`src/design/error_log_pkg.sv`:
```
// How it works
// RULE1: Capture sticky read-only 128-bit log on error
// RULE2: Log bits 127 to 90 read zero
// RULE3: Bit 89 zero master, one completer abort
// RULE4: Message code sits in bits 88 to 81
// RULE5: Interrupt data sits in bits 80 to 65
// RULE6: Switch route id sits in bits 64 to 58
// RULE7: Format, type bits 57-51; address 50-0
// RULE8: Route id kept apart from requester id
// RULE9: Upper route bits decode the source group
// RULE10: DMA lower codes: fetch, copy, XOR access
// RULE11: Code 0110/000 coherent link; 0111+ reserved
// RULE12: Load first error only; survive warm reset
package error_log_pkg;
   // Configuration space placement of the log
   localparam logic [11:0] LOG_OFS      = 12'h3a4;
   localparam logic [11:0] LOG_LAST_OFS = 12'h3b0;
   localparam int          LOG_W        = 128;
   // Field positions inside the log
   localparam int RSV_HI   = 127;
   localparam int RSV_LO   = 90;
   localparam int ETYPE_B  = 89;
   localparam int MSG_HI   = 88;
   localparam int MSG_LO   = 81;
   localparam int MSI_HI   = 80;
   localparam int MSI_LO   = 65;
   localparam int ROUTE_HI = 64;
   localparam int ROUTE_LO = 58;
   localparam int FT_HI    = 57;
   localparam int FT_LO    = 51;
   localparam int ADDR_HI  = 50;
   // Values after reset
   localparam logic [LOG_W-1:0] LOG_RST = 128'h0;
   localparam logic [31:0]      RD_RST  = 32'h0;
   // Error type encoding
   localparam logic MASTER_ABORT_TYPE    = 1'b0;
   localparam logic COMPLETER_ABORT_TYPE = 1'b1;
   // Upper route id codes
   localparam logic [3:0] GRP_ROOT_PORTS = 4'h0;
   localparam logic [3:0] GRP_PLAT_HUB   = 4'h2;
   localparam logic [3:0] GRP_DMA        = 4'h3;
   localparam logic [3:0] GRP_MISC       = 4'h5;
   localparam logic [3:0] GRP_COH_LINK   = 4'h6;
   // Lower route id codes
   localparam logic [2:0] ROOT_LAST_SUB  = 3'h3;
   localparam logic [2:0] DMA_FETCH_RFO  = 3'h0;
   localparam logic [2:0] DMA_MEM_IO     = 3'h1;
   localparam logic [2:0] DMA_XOR_DESC   = 3'h2;
   localparam logic [2:0] COH_LINK_SUB   = 3'h0;

   typedef enum logic [2:0] {
      SRC_ROOT_PORT, SRC_PLATFORM_HUB, SRC_DMA, SRC_MISC,
      SRC_COHERENT_LINK, SRC_RESERVED
   } src_class_t;

   typedef enum logic [1:0] {
      DMA_OP_NONE, DMA_OP_FETCH_RFO, DMA_OP_MEM_IO, DMA_OP_XOR
   } dma_op_t;
endpackage

```
`src/design/route_if.sv`:
```
`timescale 1ns/10ps
`default_nettype none
// Carries a switch route id to its decoder and the verdict back
interface route_if;
   import error_log_pkg::*;
   logic [6:0] route_id;
   src_class_t src_class;
   dma_op_t    dma_op;
   logic       reserved;
   modport decoder (input route_id, output src_class, dma_op, reserved);
   modport user    (output route_id, input src_class, dma_op, reserved);
endinterface
`default_nettype wire

```
`src/design/route_decode.sv`:
```
`timescale 1ns/10ps
`default_nettype none
module route_decode
   import error_log_pkg::*;
(
   route_if.decoder rif
);
   logic [3:0] grp;
   logic [2:0] sub;
   assign grp = rif.route_id[6:3];
   assign sub = rif.route_id[2:0];

   // Classify the source group and its subcode
   always_comb begin
      rif.src_class = SRC_RESERVED;
      rif.dma_op    = DMA_OP_NONE;
      rif.reserved  = 1'b1;
      unique case (grp)
         GRP_ROOT_PORTS: begin
            if (sub <= ROOT_LAST_SUB) begin // see RULE9
               rif.src_class = SRC_ROOT_PORT;
               rif.reserved  = 1'b0;
            end
         end
         GRP_PLAT_HUB: begin
            rif.src_class = SRC_PLATFORM_HUB; // see RULE9
            rif.reserved  = 1'b0;
         end
         GRP_DMA: begin
            rif.src_class = SRC_DMA; // see RULE9
            rif.reserved  = 1'b0;
            unique case (sub)
               DMA_FETCH_RFO: rif.dma_op = DMA_OP_FETCH_RFO; // see RULE10
               DMA_MEM_IO:    rif.dma_op = DMA_OP_MEM_IO; // see RULE10
               DMA_XOR_DESC:  rif.dma_op = DMA_OP_XOR; // see RULE10
               default:       rif.reserved = 1'b1;
            endcase
         end
         GRP_MISC: begin
            rif.src_class = SRC_MISC; // see RULE9
            rif.reserved  = 1'b0;
         end
         GRP_COH_LINK: begin
            if (sub == COH_LINK_SUB) begin // see RULE11
               rif.src_class = SRC_COHERENT_LINK;
               rif.reserved  = 1'b0;
            end
         end
         default: begin
            rif.src_class = SRC_RESERVED; // see RULE11
            rif.reserved  = 1'b1;
         end
      endcase
   end
endmodule
`default_nettype wire

```
`src/design/error_header_log.sv`:
```
`timescale 1ns/10ps
`default_nettype none
module error_header_log
   import error_log_pkg::*;
(
   input  wire logic        clk_sys,
   input  wire logic        reset_n,
   input  wire logic        warm_reset_n,
   // Error report from the data path
   input  wire logic        err_valid,
   input  wire logic        err_completer_abort,
   input  wire logic [7:0]  err_msg_code,
   input  wire logic [15:0] err_msi_data,
   input  wire logic [6:0]  err_route_id,
   input  wire logic [1:0]  err_fmt,
   input  wire logic [4:0]  err_type,
   input  wire logic [50:0] err_addr,
   input  wire logic        log_rearm,
   // Configuration read port
   input  wire logic        cfg_rd,
   input  wire logic [11:0] cfg_addr,
   output logic             cfg_rd_valid_q,
   output logic [31:0]      cfg_rd_data_q,
   // Captured state
   output logic             log_held_q,
   output src_class_t       src_class_q,
   output dma_op_t          dma_op_q,
   output logic             route_reserved_q
);
   logic             rst_meta_q;
   logic             rst_n_q;
   logic             warm_meta_q;
   logic             warm_n_q;
   logic [LOG_W-1:0] log_q;
   logic [LOG_W-1:0] log_d;
   logic             capture;
   logic             in_range;
   logic [11:0]      rel_ofs;
   logic [1:0]       word_idx;
   route_if          rif ();

   // Release the power-on reset through two flops
   always_ff @(posedge clk_sys or negedge reset_n) begin
      if (!reset_n) begin
         rst_meta_q <= 1'b0;
         rst_n_q    <= 1'b0;
      end else begin
         rst_meta_q <= 1'b1;
         rst_n_q    <= rst_meta_q;
      end
   end

   // Warm reset pin passes two flops before use
   always_ff @(posedge clk_sys or negedge rst_n_q) begin
      if (!rst_n_q) begin
         warm_meta_q <= 1'b0;
         warm_n_q    <= 1'b0;
      end else begin
         warm_meta_q <= warm_reset_n;
         warm_n_q    <= warm_meta_q;
      end
   end

   // Decode the route id of the incoming error
   assign rif.route_id = err_route_id;
   route_decode u_route_decode (
      .rif (rif.decoder)
   );

   // Pack the header; upper bits stay zero
   assign log_d = {{(RSV_HI-RSV_LO+1){1'b0}}, // see RULE2
                   err_completer_abort, // see RULE3
                   err_msg_code, // see RULE4
                   err_msi_data, // see RULE5
                   err_route_id, // see RULE6, RULE8
                   err_fmt, err_type, err_addr}; // see RULE7

   // Only the first error after arming is taken
   assign capture = err_valid && !log_held_q; // see RULE12

   // Sticky log, untouched by warm reset
   always_ff @(posedge clk_sys or negedge rst_n_q) begin
      if (!rst_n_q) begin
         log_q <= LOG_RST;
      end else if (capture) begin
         log_q <= log_d; // see RULE1
      end
   end

   // Held flag; while held, a rearm beats a new error
   always_ff @(posedge clk_sys or negedge rst_n_q) begin
      if (!rst_n_q) begin
         log_held_q <= 1'b0;
      end else if (capture) begin
         log_held_q <= 1'b1; // see RULE12
      end else if (log_rearm) begin
         log_held_q <= 1'b0;
      end
   end

   // Source class captured with the log
   always_ff @(posedge clk_sys or negedge rst_n_q) begin
      if (!rst_n_q) begin
         src_class_q      <= SRC_ROOT_PORT;
         dma_op_q         <= DMA_OP_NONE;
         route_reserved_q <= 1'b0;
      end else if (capture) begin
         src_class_q      <= rif.src_class; // see RULE9
         dma_op_q         <= rif.dma_op; // see RULE10
         route_reserved_q <= rif.reserved; // see RULE11
      end
   end

   // Word select for configuration reads
   assign rel_ofs  = cfg_addr - LOG_OFS;
   assign in_range = (cfg_addr[11:2] >= LOG_OFS[11:2])
                     && (cfg_addr[11:2] <= LOG_LAST_OFS[11:2]);
   assign word_idx = rel_ofs[3:2];

   // Read-only answer one cycle after the request
   always_ff @(posedge clk_sys or negedge rst_n_q) begin
      if (!rst_n_q) begin
         cfg_rd_valid_q <= 1'b0;
         cfg_rd_data_q  <= RD_RST;
      end else if (!warm_n_q) begin
         cfg_rd_valid_q <= 1'b0;
         cfg_rd_data_q  <= RD_RST;
      end else begin
         cfg_rd_valid_q <= cfg_rd;
         if (cfg_rd && in_range) begin
            cfg_rd_data_q <= log_q[32*word_idx +: 32]; // see RULE1
         end else if (cfg_rd) begin
            cfg_rd_data_q <= RD_RST;
         end
      end
   end
endmodule
`default_nettype wire

```
`config.mk`:
```
export PLATFORM = sky130hd
export DESIGN_NAME = error_header_log
export DESIGN_NICKNAME = d
export VERILOG_FILES = /design/src/design/error_log_pkg.sv /design/src/design/route_if.sv /design/src/design/route_decode.sv /design/src/design/error_header_log.sv
export SDC_FILE = /design/constraint.sdc
export NUM_CORES = 1
export LEC_CHECK = 0
export ABC_CLOCK_PERIOD_IN_PS = 5000
export BUFFER_PORTS_ARGS = -buffer_cell sky130_fd_sc_hd__buf_2
export CAP_MARGIN = 20
export CORE_MARGIN = 4
export CORE_UTILIZATION = 53
export CTS_CLUSTER_SIZE = 8
export DETAILED_ROUTE_END_ITERATION = 8
export GPL_ROUTABILITY_DRIVEN = 0
export HOLD_SLACK_MARGIN = 0.15
export PLACE_DENSITY = 0.8
export SLEW_MARGIN = 20
export SYNTH_ARGS = -nofsm -noshare
export SYNTH_HDL_FRONTEND = slang
export SYNTH_HIERARCHICAL = 1
export SYNTH_SLANG_ARGS = --single-unit
```
`constraint.sdc`:
```
create_clock -name clk_sys -period 5 [get_ports clk_sys]
set_input_delay 1 -clock clk_sys [delete_from_list [all_inputs] [get_ports clk_sys]]
set_output_delay 1 -clock clk_sys [all_outputs]
set_load 0.1 [all_outputs]
```
# After elaboration in Yosys (flattened, before gate mapping)
# Index checks and enable logic that the tools add are counted.
dict set report word_totals {
  word_cells 47
  out_inout_bits 40
  ff_bits 134
  in_bits 108
}
dict set report classes {
  n_mux 15
  n_eq_ne 7
  reduce_logical 9
  order_cmp 3
  shift 1
  addsub 1
}
# op count
set op_table {}
lappend op_table {{$shiftx A128 B8 Y32} 1}
lappend op_table {{$mux W32} 3}
lappend op_table {{$pmux W3 S5} 1}
lappend op_table {{$ge A10 B8 Y1 const B} 1}
lappend op_table {{$le A10 B8 Y1 const B} 1}
lappend op_table {{$eq A4 B2 Y1 const B} 2}
lappend op_table {{$eq A4 B3 Y1 const B} 2}
lappend op_table {{$mux W1} 7}
lappend op_table {{$pmux W2 S3} 1}
lappend op_table {{$logic_not A4 Y1} 1}
lappend op_table {{$pmux W1 S4} 1}
lappend op_table {{$sub A4 B3 Y4 const B} 1}
lappend op_table {{$eq A3 B1 Y1 const B} 1}
lappend op_table {{$eq A3 B2 Y1 const B} 1}
lappend op_table {{$le A3 B2 Y1 const B} 1}
lappend op_table {{$logic_and A1 B1 Y1} 3}
lappend op_table {{$logic_not A3 Y1} 1}
lappend op_table {{$mux W3} 1}
lappend op_table {{$ne A3 B2 Y1 const B} 1}
lappend op_table {{$reduce_or A3 Y1} 1}
lappend op_table {{$mux W2} 1}
lappend op_table {{$reduce_bool A2 Y1} 1}
lappend op_table {{$reduce_or A2 Y1} 1}
lappend op_table {{$logic_not A1 Y1} 1}

# Logic depth before layout (Yosys ltp)
dict set report depth {
  depth_word 5
  depth_mapped 10
  mapped_depth_nobuf 5
}

# By module
# The synthesis kept the hierarchy.
# mod area_each_um2 seq_area_each_um2 n_inst cells_per_inst
set modules_own_cells {}
lappend modules_own_cells {error_header_log 5721.7 3353.2 1 402}
lappend modules_own_cells {route_decode 167.7 0.0 1 25}

# Least setup slack after synthesis
# Ideal clock, no wire load.
dict set report synth_path {
  path_type {input -> register}
  from {input port cfg_addr[2]}
  to {register cfg_rd_data_q[10]}
  slack_ps 1680
  cell_stages 9
  setup_ps 145
  required_time_ps 4855
  path_buffers 4
  t_arrival_ps 3176
  cell_sequence {clkbuf_1 -> buf_1 -> inv_1 -> ha_1 -> clkbuf_1 -> clkbuf_1 -> mux2_2 -> a22oi_1 -> o31ai_2}
}
dict set report synth_between {
  elab_chain_cells 5
  elab_cells_between_ends 9
  classes_between {1 x add/sub; 2 x order compare; 1 x eq/ne; 1 x shift; 2 x mux; 2 x reduce/logical}
}
# item line_no
set synth_lines {}
lappend synth_lines {{start, declared} error_header_log.sv:21} ;# input wire logic [11:0] cfg_addr,
lappend synth_lines {{branches (longest 5 deep; another with $sub A4 B3 Y4)} --}
lappend synth_lines {{end signal, assigned} error_header_log.sv:131} ;# cfg_rd_data_q <= log_q[32*word_idx +: 32];
lappend synth_lines {{end, declared} error_header_log.sv:23} ;# output logic [31:0] cfg_rd_data_q,
# Parallel ways; which one is timed is not known.
# A chain may end at the register's enable or synchronous reset.

# Worst setup path in the final report
dict set report layout_path {
  from {input port cfg_addr[2]}
  to {register cfg_rd_data_q[0]}
}
# The elaborated chain is that of the path after synthesis.

==> flow_summary_export.csv <==
group,metric,value,unit
outcome,outcome,"finished, final reports clean",
synth,synth_fa_ha_area_frac,0.006373,
die,initial_core_util,0.5433,
clock_tree,cts_buffer_depth,2,
clock_tree,cts.reportedPaths.clkPinSlew,0.06,ns
synth,synth-simple-area-share,0.04674,
min_path,min_path_type,"reg2async",
die,rows,38,
synth,synth_nets,538,
global_routing,grt.busiest_layer,"met2",
final_layout,mostFrequentLayoutCell,"buf_2",
routing,drc,0,
synth,synth_top_family_by_area,"multiplexers",
setup_path,critPathKind,"in2reg",
die,die-area,0.01286,sq mm
synth,synth-compound-area-share,0.1018,
global_routing,antenna_found_initial,0,
timing,rsz0062_at_grt,"false",
global_routing,grt_pass1_wl,21.33,mm
timing,clock.fmax,357.6,MHz
pwr,power.density,427.3,mW/mm^2
pwr,worst_ir_drop_vdd,0.0004322,V
synth,yosys_warnings,6,
final_layout,area_growth,24.45,%
clock_tree,post-cts-setup-buffer-count,0,
global_routing,grt_pass1_vias,4309,
die,pin_count,148,
setup_path,start_kind,"input port",
synth,synth.distinct_cells,34,
timing,hold_violations,0,
final_layout,layout_common_cells,"buf_2 (145), dfrtp_1 (133), mux2_2 (116)",
timing,tns,0,ns
timing,setup_viol,0,
synth,seq_area_frac_synth,0.5694,
timing,worst_pin_slew,0.8741,ns
global_routing,grt_max_degree,84,
setup_path,worstPathRequired,5.40,ns
clock_tree,htreeDepth,4,
final_layout,layout-drive-gt1-share,0.5603,
routing,ant_nets,0,
clock_tree,cts_resized,0,
synth,synth_xor_area_frac,0.002974,
clock_tree,cts.sinks,134,
clock_tree,cts-buffers-inserted,17,
global_routing,use_met3,0.07056,
setup_path,cp-end-kind,"register",
die,core_area,0.01084,sq mm
final_layout,num-fill-cells,777,
setup_path,cp_max_fo,34,
routing,post_drt_wl_per_cell,18.58,um
synth,avgSynthCellArea,13.79,sq um
timing,period_share,0.5593,
placed_design,portBuffers,145,
timing,relSlewSlack,0.4173,
global_routing,grt_util_met2,0.3665,
synth,yosys_register_bits,134,
global_routing,overflow,0,
clock_tree,clkLatencyLatePin,0.51,ns
synth,synthesis.area,0.005889,sq mm
clock_tree,cts_tree,"yes",
synth,synthMuxAreaShare,0.2435,
die,dieHeight,113.4,um
clock_tree,cts_root_buf,"clkbuf_8",
timing,finClkSkew,0.005297,ns
routing,wl,13.38,mm
routing,routed_via_density,5.497,
flow_run,drv_cap,0,
placed_design,dp_hpwl,8.938,mm
final_layout,postLayoutCoreUtil,0.6761,
synth,syn_inst,427,
clock_tree,hold_buffers,0,
routing,drtIter0Drc,221,
routing,vias,3958,
timing,slew_viol_final,0,
global_routing,use_met1,0.2606,
global_routing,track_usage,0.2158,
routing,first_pass_iters,5,
final_layout,diodes,0,
timing,period_needed,2.797,ns
pwr,leakage,0.003392,uW
setup_path,arrival,3.20,ns
die,die_w,113.4,um
final_layout,nets,678,
==> cells in the mapped netlist <==
cell type | n | area share
mux2_2 | 116 | 0.22
clkbuf_1 | 18 | 0.011
nand3_1 | 1 | 0.00085
nor2b_1 | 4 | 0.0042
a211oi_1 | 1 | 0.0013
nor2_1 | 7 | 0.0045
mux2i_1 | 6 | 0.010
inv_1 | 3 | 0.0019
conb_1 | 1 | 0.00064
a311o_1 | 1 | 0.0017
a211o_1 | 1 | 0.0015
or4_1 | 1 | 0.0013
a21oi_1 | 2 | 0.0017
nor4b_1 | 1 | 0.0015
nor3_1 | 1 | 0.00085
buf_6 | 4 | 0.0076
a22oi_1 | 26 | 0.033
xnor2_1 | 2 | 0.0030
nand3b_1 | 2 | 0.0025
dfrtp_1 | 134 | 0.57
or4b_1 | 1 | 0.0017
buf_2 | 3 | 0.0025
o31ai_2 | 20 | 0.042
nand3_4 | 1 | 0.0030
buf_1 | 8 | 0.0051
mux2_1 | 6 | 0.011
and4bb_1 | 1 | 0.0021
nand2_1 | 34 | 0.022
ha_1 | 3 | 0.0064
a21o_1 | 2 | 0.0025
nor3b_1 | 2 | 0.0025
o31ai_1 | 12 | 0.015
o21ai_1 | 1 | 0.00085
o21bai_1 | 1 | 0.0013
==> registers in the layout, summed over array words and instances, names as in the netlist <==
name and cells:
log_q 90, cfg_rd_data_q 32, src_class_q 3, dma_op_q 2
cfg_rd_valid_q 1, log_held_q 1, route_reserved_q 1, rst_meta_q 1
rst_n_q 1, warm_meta_q 1, warm_n_q 1
==> where the power goes <==
part | switching, uW | internal [uW] | total [uW] | leakage (uW)
Clock | 437 | 744 | 1180 | 0.000278
Combinational | 267 | 295 | 563 | 0.00148
Sequential | 104 | 1280 | 1390 | 0.00164
==> final cells by class <==
| cell class | count | area (sq um) | share of cell area |
|---|---|---|---|
| sequential | 134 | 3357 | 0.4580 |
| multi-input combinational | 257 | 2386 | 0.3255 |
| timing repair buffer | 154 | 833.3 | 0.1137 |
| clock buffer | 23 | 466.7 | 0.06367 |
| tap | 140 | 175.2 | 0.02390 |
| clock inverter | 9 | 100.1 | 0.01366 |
| inverter | 3 | 11.26 | 0.001536 |
==> per-stage QoR <==
stage	hold WS, ns	instance area (sq um)	total power, uW	setup slack [ns]	std cells
after floorplan	0.3312	5889	1805	0.9902	427
after global placement	0.3384	6703	1923	1.524	686
after detailed placement	0.3347	6730	1968	1.434	687
after CTS	0.2390	7297	3159	1.967	719
after global routing	0.2321	7330	3282	2.100	720
final	0.2554	7330	3132	2.203	720
==> critical path, cell delays in order <==
cell	delay [ns]
buf_2	0.09
buf_4	0.42
ha_1	0.23
nor3b_1	0.04
or4_2	0.99
o31ai_1	0.42
==> layer usage <==
layer  share of wire  vias up
met4           0.011        0
met1            0.42     1997
met5               0        -
met2            0.51      121
li1                -     1828
met3           0.067       12
==> logic make-up (layout without fill, tap and decap cells) <==
family | after synthesis | after routing
compound gates | 67 | 67
xor+xnor | 2 | 2
fa+ha+maj | 3 | 3
buf+inv | 36 | 189
flops | 134 | 134
mux | 128 | 128
other cells | 1 | 1
simple gates | 56 | 56
==> final timing paths <==
| kind | from | to | slack [ns] | cells after the start |
|---|---|---|---|---|
| setup / recovery | cfg_addr[2] | cfg_rd_data_q[0] | 2.20 | 6 |
| hold / removal | rst_n_q | cfg_rd_data_q[9] | 0.26 | 0 |
| setup reg to reg | log_held_q | log_q[43] | 3.10 | 4 |
| hold reg to reg | rst_n_q | cfg_rd_data_q[9] | 0.26 | 0 |
| max in group asynchronous | rst_n_q | cfg_rd_valid_q | 3.47 | 2 |
| min in group clk_sys | warm_meta_q | warm_n_q | 0.35 | 0 |
Note: power is estimated with default switching activity, not from simulation.
